File: config.mk
export PLATFORM = sky130hd
export DESIGN_NAME = cod_ctrl
export DESIGN_NICKNAME = d
export VERILOG_FILES = /design/src/rtl/cod_pkg.sv /design/src/rtl/cod_ctrl.sv
export VERILOG_INCLUDE_DIRS = /design/src /design/src/rtl
export SDC_FILE = /design/constraint.sdc
export NUM_CORES = 1
export LEC_CHECK = 0
export CORE_MARGIN = 2
export CORE_UTILIZATION = 30
export CTS_CLUSTER_SIZE = 16
export DETAILED_ROUTE_END_ITERATION = 12
export DONT_BUFFER_PORTS = 1
export PLACE_DENSITY = 0.53
export SLEW_MARGIN = 10
export SYNTH_ARGS = -nofsm -noshare
export SYNTH_HDL_FRONTEND = slang
export SYNTH_SLANG_ARGS = --single-unit
File: constraint.sdc
create_clock -name sys_clk -period 6.25 [get_ports sys_clk]
set_clock_uncertainty 0.2 [all_clocks]
set_input_delay 1.5625 -clock sys_clk [delete_from_list [all_inputs] [get_ports sys_clk]]
set_output_delay 1.5625 -clock sys_clk [all_outputs]
set_load 0.1 [all_outputs]
File: src/rtl/cod_defines.svh
`ifndef COD_DEFINES_SVH
`define COD_DEFINES_SVH

// Register word byte addresses
`define COD_ADDR_DIV     5'h00
`define COD_ADDR_EN      5'h04
`define COD_ADDR_TYPE    5'h08
`define COD_ADDR_SWING   5'h0c
`define COD_ADDR_STATUS  5'h10

// Divider config fields
`define COD_RATIO_W       14
`define COD_RATIO_RST     14'h0069
`define COD_RATIO_MIN     14'h000a
`define COD_DIV_REG_BIT   15
`define COD_DIV_WMASK     16'hbfff
`define COD_DIV_RST       16'h8069

// Driver enable fields
`define COD_PD_BIT        0
`define COD_DIS_BIT       1
`define COD_DSTATE_LSB    2
`define COD_EN_WMASK      8'h0f
`define COD_EN_RST        8'h00

// Driver type fields
`define COD_TYPE_LSB      0
`define COD_BIAS_BIT      2
`define COD_TERM_BIT      3
`define COD_CM_LSB        4
`define COD_CMOS_LSB      6
`define COD_TYPE_RST      8'h6c

// Swing fields
`define COD_LVDS_AMP_BIT  3
`define COD_SWING_LSB     4
`define COD_SWING_RST     8'hb4

`endif

File: src/rtl/cod_pkg.sv
package cod_pkg;

    // Driver type codes
    typedef enum logic [1:0] {
        COD_HCSL = 2'h0,
        COD_RSVD = 2'h1,
        COD_LVDS = 2'h2,
        COD_CMOS = 2'h3
    } cod_type_t;

    // Disabled pair level codes
    typedef enum logic [1:0] {
        COD_DIS_LOW = 2'h0,
        COD_DIS_LOHI = 2'h1,
        COD_DIS_HIZ = 2'h2,
        COD_DIS_RUN = 2'h3
    } cod_dstate_t;

    // CMOS drive pattern codes
    typedef enum logic [1:0] {
        COD_CM_SAME = 2'h0,
        COD_CM_OPP = 2'h1,
        COD_CM_TRUE = 2'h2,
        COD_CM_COMP = 2'h3
    } cod_cmos_t;

endpackage

File: src/rtl/cod_ctrl.sv
// What this block does
// Divide clock by 14-bit ratio, minimum ten
// Regulator enable bit powers divider supply
// Disabled-state field sets idle pair level
// Force-disable bit disables the driver
// Power-down tri-states outputs, overrides enables
// CMOS field selects output phase pattern
// LVDS common-mode code selects level
// HCSL termination bit connects internal resistor
// Bias enable bit powers driver bias
// Type field selects HCSL, LVDS, CMOS
// Swing code sets differential amplitude
// LVDS amplitude bit selects 350/400 mV
// Software avoids reserved codes and fields
`include "cod_defines.svh"
`timescale 1ns/100ps
`default_nettype none

module cod_ctrl #(
    parameter int RATIO_W = `COD_RATIO_W
) (
    input wire logic sys_clk, // 200 MHz clock
    input wire logic reset, // Synchronous, active high
    input wire logic [4:0] avs_address, // Byte address
    input wire logic avs_read, // Read request
    input wire logic avs_write, // Write request
    input wire logic [31:0] avs_writedata, // Write data
    input wire logic [3:0] avs_byteenable, // Byte lanes
    output logic [31:0] avs_readdata, // Read data
    output logic avs_waitrequest, // Low when answered
    output logic [1:0] avs_response, // 00 okay, 10 slave error
    output logic clock_out_true, // True output level
    output logic clock_out_true_oe, // True output driven
    output logic clock_out_complement, // Complement output level
    output logic clock_out_complement_oe, // Complement output driven
    output logic divider_regulator_on, // Divider supply regulator
    output logic driver_bias_on, // Driver bias circuit
    output logic hcsl_term_on, // Internal termination
    output logic [1:0] driver_type, // Active driver type
    output logic [1:0] common_mode_level, // LVDS common-mode code
    output logic [3:0] swing_code, // Amplitude code
    output logic lvds_amp_high, // LVDS 400 mV select
    output logic driver_power_down // Driver powered off
);

    logic [15:0] div_cfg_q;
    logic [7:0] en_cfg_q;
    logic [7:0] type_cfg_q;
    logic [7:0] swing_cfg_q;
    logic ack_q;
    logic [RATIO_W-1:0] cnt_q;
    logic div_clk_q;
    logic [RATIO_W-1:0] ratio;
    logic div_run;
    logic enabled;
    logic true_d;
    logic comp_d;
    logic true_oe_d;
    logic comp_oe_d;
    logic [31:0] rd_d;
    logic bad_addr;

    // Merge byte lanes into the old value under a writable mask
    function automatic logic [15:0] merge16(input logic [15:0] old, input logic [31:0] wd,
            input logic [3:0] be, input logic [15:0] wmask);
        logic [15:0] lanes;
        lanes = {{8{be[1]}}, {8{be[0]}}} & wmask;
        merge16 = (old & ~lanes) | (wd[15:0] & lanes);
    endfunction

    assign ratio = div_cfg_q[RATIO_W-1:0];
    // Ratios under ten are invalid; the divider is held rather than run out of spec
    assign div_run = div_cfg_q[`COD_DIV_REG_BIT] && (ratio >= `COD_RATIO_MIN);
    assign enabled = !en_cfg_q[`COD_DIS_BIT];
    assign bad_addr = !(avs_address == `COD_ADDR_DIV || avs_address == `COD_ADDR_EN
        || avs_address == `COD_ADDR_TYPE || avs_address == `COD_ADDR_SWING
        || avs_address == `COD_ADDR_STATUS);

    // One wait cycle on every access keeps read data registered
    always_ff @(posedge sys_clk) begin
        if (reset) begin
            ack_q <= 1'b0;
        end else begin
            ack_q <= (avs_read || avs_write) && !ack_q;
        end
    end

    // Configuration registers, written at the acknowledging edge
    // Reserved bits of the divider and enable words are masked so they keep reading their reset value
    always_ff @(posedge sys_clk) begin
        if (reset) begin
            div_cfg_q <= `COD_DIV_RST;
            en_cfg_q <= `COD_EN_RST;
            type_cfg_q <= `COD_TYPE_RST;
            swing_cfg_q <= `COD_SWING_RST;
        end else if (avs_write && ack_q) begin
            unique case (avs_address)
                `COD_ADDR_DIV: div_cfg_q <= merge16(div_cfg_q, avs_writedata,
                    avs_byteenable, `COD_DIV_WMASK);
                `COD_ADDR_EN: en_cfg_q <= 8'(merge16({8'h00, en_cfg_q}, avs_writedata,
                    avs_byteenable, {8'h00, `COD_EN_WMASK}));
                `COD_ADDR_TYPE: type_cfg_q <= 8'(merge16({8'h00, type_cfg_q}, avs_writedata,
                    avs_byteenable, 16'h00ff));
                `COD_ADDR_SWING: swing_cfg_q <= 8'(merge16({8'h00, swing_cfg_q}, avs_writedata,
                    avs_byteenable, 16'h00ff));
                default: ;
            endcase
        end
    end

    // Read mux; status word shows divider and output state
    always_comb begin
        rd_d = 32'h0000_0000;
        unique case (avs_address)
            `COD_ADDR_DIV: rd_d = {16'h0000, div_cfg_q};
            `COD_ADDR_EN: rd_d = {24'h000000, en_cfg_q};
            `COD_ADDR_TYPE: rd_d = {24'h000000, type_cfg_q};
            `COD_ADDR_SWING: rd_d = {24'h000000, swing_cfg_q};
            `COD_ADDR_STATUS: rd_d = {28'h0000000, enabled, div_run, div_clk_q,
                en_cfg_q[`COD_PD_BIT]};
            default: rd_d = 32'h0000_0000;
        endcase
    end

    // Bus answer registers
    // Waitrequest idles high and drops for the one cycle that answers a request
    always_ff @(posedge sys_clk) begin
        if (reset) begin
            avs_readdata <= 32'h0000_0000;
            avs_response <= 2'h0;
            avs_waitrequest <= 1'b1;
        end else begin
            avs_readdata <= rd_d;
            avs_response <= bad_addr ? 2'h2 : 2'h0;
            avs_waitrequest <= !((avs_read || avs_write) && !ack_q);
        end
    end

    // Divider: half period low, rest high; a ratio change takes effect at once, even mid-period
    always_ff @(posedge sys_clk) begin
        if (reset || !div_run) begin
            cnt_q <= '0;
            div_clk_q <= 1'b0;
        end else if (cnt_q >= ratio - RATIO_W'(1)) begin
            cnt_q <= '0;
            div_clk_q <= 1'b0;
        end else begin
            cnt_q <= cnt_q + RATIO_W'(1);
            if (cnt_q == (ratio >> 1) - RATIO_W'(1)) begin
                div_clk_q <= 1'b1;
            end
        end
    end

    // Output pattern from type, enable, disabled state and power-down
    always_comb begin
        true_d = div_clk_q;
        comp_d = !div_clk_q;
        true_oe_d = 1'b1;
        comp_oe_d = 1'b1;
        if (type_cfg_q[`COD_TYPE_LSB +: 2] == cod_pkg::COD_CMOS) begin
            unique case (type_cfg_q[`COD_CMOS_LSB +: 2])
                cod_pkg::COD_CM_SAME: comp_d = div_clk_q;
                cod_pkg::COD_CM_OPP: comp_d = !div_clk_q;
                cod_pkg::COD_CM_TRUE: comp_d = 1'b0;
                cod_pkg::COD_CM_COMP: true_d = 1'b0;
            endcase
        end
        if (!enabled) begin
            unique case (en_cfg_q[`COD_DSTATE_LSB +: 2])
                cod_pkg::COD_DIS_LOW: begin
                    true_d = 1'b0;
                    comp_d = (type_cfg_q[`COD_TYPE_LSB +: 2] == cod_pkg::COD_LVDS);
                end
                cod_pkg::COD_DIS_LOHI: begin
                    true_d = 1'b0;
                    comp_d = 1'b1;
                end
                cod_pkg::COD_DIS_HIZ: begin
                    true_d = 1'b0;
                    comp_d = 1'b0;
                    true_oe_d = 1'b0;
                    comp_oe_d = 1'b0;
                end
                cod_pkg::COD_DIS_RUN: ;
            endcase
        end
        // Power-down wins over every enable source
        if (en_cfg_q[`COD_PD_BIT]) begin
            true_d = 1'b0;
            comp_d = 1'b0;
            true_oe_d = 1'b0;
            comp_oe_d = 1'b0;
        end
    end

    // Registered pins and analog controls
    always_ff @(posedge sys_clk) begin
        if (reset) begin
            clock_out_true <= 1'b0;
            clock_out_complement <= 1'b0;
            clock_out_true_oe <= 1'b0;
            clock_out_complement_oe <= 1'b0;
            divider_regulator_on <= 1'b1;
            driver_bias_on <= 1'b1;
            hcsl_term_on <= 1'b1;
            driver_type <= 2'h0;
            common_mode_level <= 2'h2;
            swing_code <= 4'hb;
            lvds_amp_high <= 1'b0;
            driver_power_down <= 1'b0;
        end else begin
            clock_out_true <= true_d;
            clock_out_complement <= comp_d;
            clock_out_true_oe <= true_oe_d;
            clock_out_complement_oe <= comp_oe_d;
            divider_regulator_on <= div_cfg_q[`COD_DIV_REG_BIT];
            driver_bias_on <= type_cfg_q[`COD_BIAS_BIT];
            hcsl_term_on <= type_cfg_q[`COD_TERM_BIT];
            driver_type <= type_cfg_q[`COD_TYPE_LSB +: 2];
            common_mode_level <= type_cfg_q[`COD_CM_LSB +: 2];
            swing_code <= swing_cfg_q[`COD_SWING_LSB +: 4];
            lvds_amp_high <= swing_cfg_q[`COD_LVDS_AMP_BIT];
            driver_power_down <= en_cfg_q[`COD_PD_BIT];
        end
    end

    // Assertions; every pin is registered, so each check looks one cycle after
    // the configuration that should drive it
    // Power-down must override every enable source and disabled state
    a_pd_tristate: assert property (@(posedge sys_clk) disable iff (reset)
        en_cfg_q[`COD_PD_BIT] |=> !clock_out_true_oe && !clock_out_complement_oe)
        else $error("power-down did not tri-state outputs");
    // Low/high hold is the same for every driver type
    a_dis_lohi: assert property (@(posedge sys_clk) disable iff (reset)
        (!enabled && !en_cfg_q[`COD_PD_BIT]
        && en_cfg_q[`COD_DSTATE_LSB +: 2] == cod_pkg::COD_DIS_LOHI)
        |=> !clock_out_true && clock_out_complement)
        else $error("disabled level wrong");
    // Hi-Z hold releases both pins while the driver stays powered
    a_dis_hiz: assert property (@(posedge sys_clk) disable iff (reset)
        (!enabled && !en_cfg_q[`COD_PD_BIT]
        && en_cfg_q[`COD_DSTATE_LSB +: 2] == cod_pkg::COD_DIS_HIZ)
        |=> !clock_out_true_oe && !clock_out_complement_oe)
        else $error("hi-z hold still driving");
    // LVDS cannot rest with both legs low, so its low hold is low/high
    a_lvds_low: assert property (@(posedge sys_clk) disable iff (reset)
        (!enabled && !en_cfg_q[`COD_PD_BIT]
        && en_cfg_q[`COD_DSTATE_LSB +: 2] == cod_pkg::COD_DIS_LOW
        && type_cfg_q[`COD_TYPE_LSB +: 2] == cod_pkg::COD_LVDS)
        |=> !clock_out_true && clock_out_complement)
        else $error("lvds low hold wrong");
    // Force-disable with the low hold pulls an HCSL pair to low/low
    a_force_dis: assert property (@(posedge sys_clk) disable iff (reset)
        (en_cfg_q[`COD_DIS_BIT] && en_cfg_q[`COD_DSTATE_LSB +: 2] == cod_pkg::COD_DIS_LOW
        && type_cfg_q[`COD_TYPE_LSB +: 2] == cod_pkg::COD_HCSL)
        |=> !clock_out_true && !clock_out_complement)
        else $error("force-disable ignored");
    // With no disable source the pair is driven
    a_enable_drive: assert property (@(posedge sys_clk) disable iff (reset)
        (!en_cfg_q[`COD_DIS_BIT] && !en_cfg_q[`COD_PD_BIT])
        |=> clock_out_true_oe && clock_out_complement_oe)
        else $error("enabled driver not driving");
    // True-only CMOS: complement parked low, true follows the divider
    a_cmos_true: assert property (@(posedge sys_clk) disable iff (reset)
        (enabled && !en_cfg_q[`COD_PD_BIT]
        && type_cfg_q[`COD_TYPE_LSB +: 2] == cod_pkg::COD_CMOS
        && type_cfg_q[`COD_CMOS_LSB +: 2] == cod_pkg::COD_CM_TRUE)
        |=> !clock_out_complement && clock_out_true == $past(div_clk_q))
        else $error("cmos pattern wrong");
    // An out-of-range ratio must never toggle the divider
    a_div_low: assert property (@(posedge sys_clk) disable iff (reset)
        (ratio < `COD_RATIO_MIN) |=> !div_clk_q)
        else $error("divider ran below minimum ratio");
    // Analog controls are plain registered copies of their fields
    a_reg_follow: assert property (@(posedge sys_clk) disable iff (reset)
        1'b1 |=> divider_regulator_on == $past(div_cfg_q[`COD_DIV_REG_BIT]))
        else $error("regulator output stale");
    a_cm_follow: assert property (@(posedge sys_clk) disable iff (reset)
        1'b1 |=> (common_mode_level == $past(type_cfg_q[`COD_CM_LSB +: 2])
        && hcsl_term_on == $past(type_cfg_q[`COD_TERM_BIT])
        && driver_bias_on == $past(type_cfg_q[`COD_BIAS_BIT])
        && driver_type == $past(type_cfg_q[`COD_TYPE_LSB +: 2])))
        else $error("type controls stale");
    a_swing_follow: assert property (@(posedge sys_clk) disable iff (reset)
        1'b1 |=> (swing_code == $past(swing_cfg_q[`COD_SWING_LSB +: 4])
        && lvds_amp_high == $past(swing_cfg_q[`COD_LVDS_AMP_BIT])))
        else $error("swing controls stale");
    // Main scenarios to reach: divider running, power-down, hi-z hold,
    // a disabled LVDS pair and a rejected short ratio
    c_div_edge: cover property (@(posedge sys_clk) disable iff (reset) $rose(div_clk_q));
    c_pd: cover property (@(posedge sys_clk) disable iff (reset) $rose(driver_power_down));
    c_hiz: cover property (@(posedge sys_clk) disable iff (reset)
        !enabled && en_cfg_q[`COD_DSTATE_LSB +: 2] == cod_pkg::COD_DIS_HIZ);
    c_lvds_hold: cover property (@(posedge sys_clk) disable iff (reset)
        !enabled && type_cfg_q[`COD_TYPE_LSB +: 2] == cod_pkg::COD_LVDS);
    c_short_ratio: cover property (@(posedge sys_clk) disable iff (reset)
        div_cfg_q[`COD_DIV_REG_BIT] && ratio < `COD_RATIO_MIN);

endmodule // cod_ctrl

`default_nettype wire

==> flow_summary_export.csv <==
group,metric,value,unit
clock_tree,insertion_delay,0.34,ns
clock_tree,cts_resized,0,
setup_path,worstPathArrival,3.82,ns
synthesis,yosys.area.top_type_share,40.9,%
timing,drv_slew,0,
setup_path,crit_slowest_cell,"nor4_1",
drt,dr.pass1.iters,5,
final_layout,area_delta_synth_final,8.99,%
hold_path,hold_path.class,"flip-flop to flip-flop",
clock_tree,numCtsBuffers,9,
timing,hold_viol,0,
global_route,overflow,0,
setup_path,path_class,"input pin to flip-flop",
synthesis,synth_common_cells,"dfxtp_1, nand2_1, nor2_1, xnor2_1, buf_4",
final_layout,fill_cells,1345,
setup_path,path_delay_family,"simple AND/OR/NAND/NOR gates",
clock_tree,root_buffer,"clkbuf_16",
floorplanning,ios,97,
synthesis,synth_flop_cell,"dfxtp_1",
timing,slew_headroom,30.6,%
place,portBuffers,0,
floorplanning,die_w,121,um
place,gp_congestion,0.871,
synthesis,synth.yosys.seq_area_share,40.9,%
drt,routed-wl-met3,625,um
final_layout,antennaDiodeCount,0,
global_route,grt_pass1_vias,2965,
global_route,grt_usage,13.2,%
synthesis,yosys_warnings,0,
drt,wl_per_cell,14.9,um
setup_path,cp_max_fo,12,
drt,first_iter_violations,247,
setup_path,r2r_setup_slack,2.75,ns
setup_path,crit_required,6.27,ns
setup_path,start_kind,"input pin",
power_and_ir_drop,power_density,267,nW/um^2
timing,worstMarginPinSlew,1.03,ns
synthesis,synth-edff-count,0,
final_layout,regArea,1680,sq um
drt,postRouteAntennaNets,0,
synthesis,yosys-top-cells-area,"dfxtp_1, ha_1, nand2_1",
synthesis,synth_most_common_cell,"dfxtp_1",
timing,hold_slack,0.251,ns
clock_tree,cts_hold_buf,0,
clock_tree,clkSlewWorstSetupHoldPaths,0.06,ns
drt,drt-vias-per-instance,4.87,
global_route,grt_antenna_before_repair,0,
floorplanning,coreArea,13300,sq um
synthesis,syn_inst,473,
run_status,outcome,"completed",
setup_path,endpoint_kind,"flip-flop",
drt,maxUsedRoutingLayer,"met4",
clock_tree,cts_tree,"yes",
run,cap_violations,0,
timing,setup_viol,0,
timing,fin_tns_setup,0,ns
drt,drc,0,
setup_path,path_cells,"nor4_1 > nand2b_1 > nor2_1 > nor2b_1 > a211o_1",
timing,fmax,0.263,GHz
final_layout,final_area,4480,sq um
global_route,grt_first_pass_wirelength,15100,um
global_route,grt_max_degree,56,
clock_tree,htree_levels,3,
place,dp_hpwl,7110,um
final_layout,drive_gt1_share,5.81,%
synthesis,synth.largest_area_cell,"dfxtp_1",
floorplanning,start_util,30.9,%
drt,wl,9570,um
floorplanning,placementRows,42,
timing,fin_crit,3.80,ns
floorplanning,die_area,14600,sq um
clock_tree,cts_setup_buffers,0,
final_layout,nets,524,
place,post_dp_cell_area,4160,sq um
synthesis,ys_ff_latch,84,
timing,rsz0062_at_grt,"false",
clock_tree,clock-sinks,84,
drt,wl_met1,4370,um
clock_tree,cts_buffer_depth,2,
floorplanning,dieHeight,121,um
setup_path,max_stage_delay,0.84,ns
synthesis,synth_async_sr_flop_share,0,%
power_and_ir_drop,p_leak,1.67,nW
power_and_ir_drop,ir_worst_vdd,0.000113,V
drt,wl_met2,4420,um
timing,post-route-period-util,60.8,%
drt,via_count,3121,
setup_path,crit_buf_inv,0,
final_layout,multiInputGateArea,2200,sq um
synthesis,syn_area,4110,sq um
synthesis,synth_area_per_cell,8.68,sq um
synthesis,synth_cell_types,44,
[routing by layer]
metal	vias up	GRT usage (%)
met4	0	5.60
li1	1558	-
met5	-	0
met3	11	3.43
met1	1447	16.9
met2	105	20.9
[where the power goes]
| group | total, W | internal [W] | switching [W] |
|---|---|---|---|
| combinational | 0.0000679 | 0.00000963 | 0.0000582 |
| sequential | 0.000563 | 0.000540 | 0.0000226 |
| clock | 0.000565 | 0.000337 | 0.000228 |
[tightest hold or removal path, delay by kind of cell, from the launching register on]
kind,cells,cell delay [ns]
compound gates,1,0.05
simple gates,1,0.05
flops,1,0.31
[path summary, 6_finish.rpt]
kind                                startpoint   endpoint  cells after the start
worst min-delay path                 flip-flop  flip-flop                      2
worst max-delay path            avs_address[1]  flip-flop                      5
worst min register to register       flip-flop  flip-flop                      2
worst max register to register       flip-flop  div_clk_q                     14
[cells by family (layout without fill, tap and decap cells)]
| kind of cell | count (synthesis) | count (layout) | share of synthesized area [%] |
|---|---|---|---|
| flip-flops | 84 | 84 | 40.9 |
| multiplexers | 14 | 14 | 3.41 |
| other | 1 | 18 | 0.0913 |
| buffers and inverters | 53 | 28 | 6.94 |
| AO/OA/AOI/OAI | 56 | 56 | 9.66 |
| adder cells (fa/ha/maj) | 19 | 19 | 5.79 |
| XOR/XNOR | 43 | 43 | 9.17 |
| AND/OR/NAND/NOR | 203 | 203 | 24.0 |
[per-stage QoR]
stage          total power [W]  util (%)  setup slack (ns)  std cells
6_report               0.00120      33.7              2.45        641
2_1_floorplan         0.000650         -              2.74        490
4_1_cts                0.00121      33.7              2.48        641
5_1_grt                0.00123      33.7              2.26        641
3_3_place_gp          0.000642      31.3              2.16        625
3_5_place_dp          0.000642      31.3              2.14        625
[cell usage in the layout (no fill, tap or decap), types with 12 or more instances in the layout]
cell,count
nor2b_1,12
mux2i_1,14
ha_1,19
nand3_1,13
conb_1,18
dfxtp_1,83
a21oi_1,19
nor2_1,53
xor2_1,19
xnor2_1,24
nand2_1,56
[layout make-up]
type	count	area share (%)
Multi-Input combinational cell	353	49.2
Sequential cell	84	37.6
Clock buffer	11	5.65
Tap cell	176	4.92
Clock inverter	5	1.51
Inverter	11	0.922
Timing Repair Buffer	1	0.168
No activity file was read; power rests on OpenSTA's default activity.
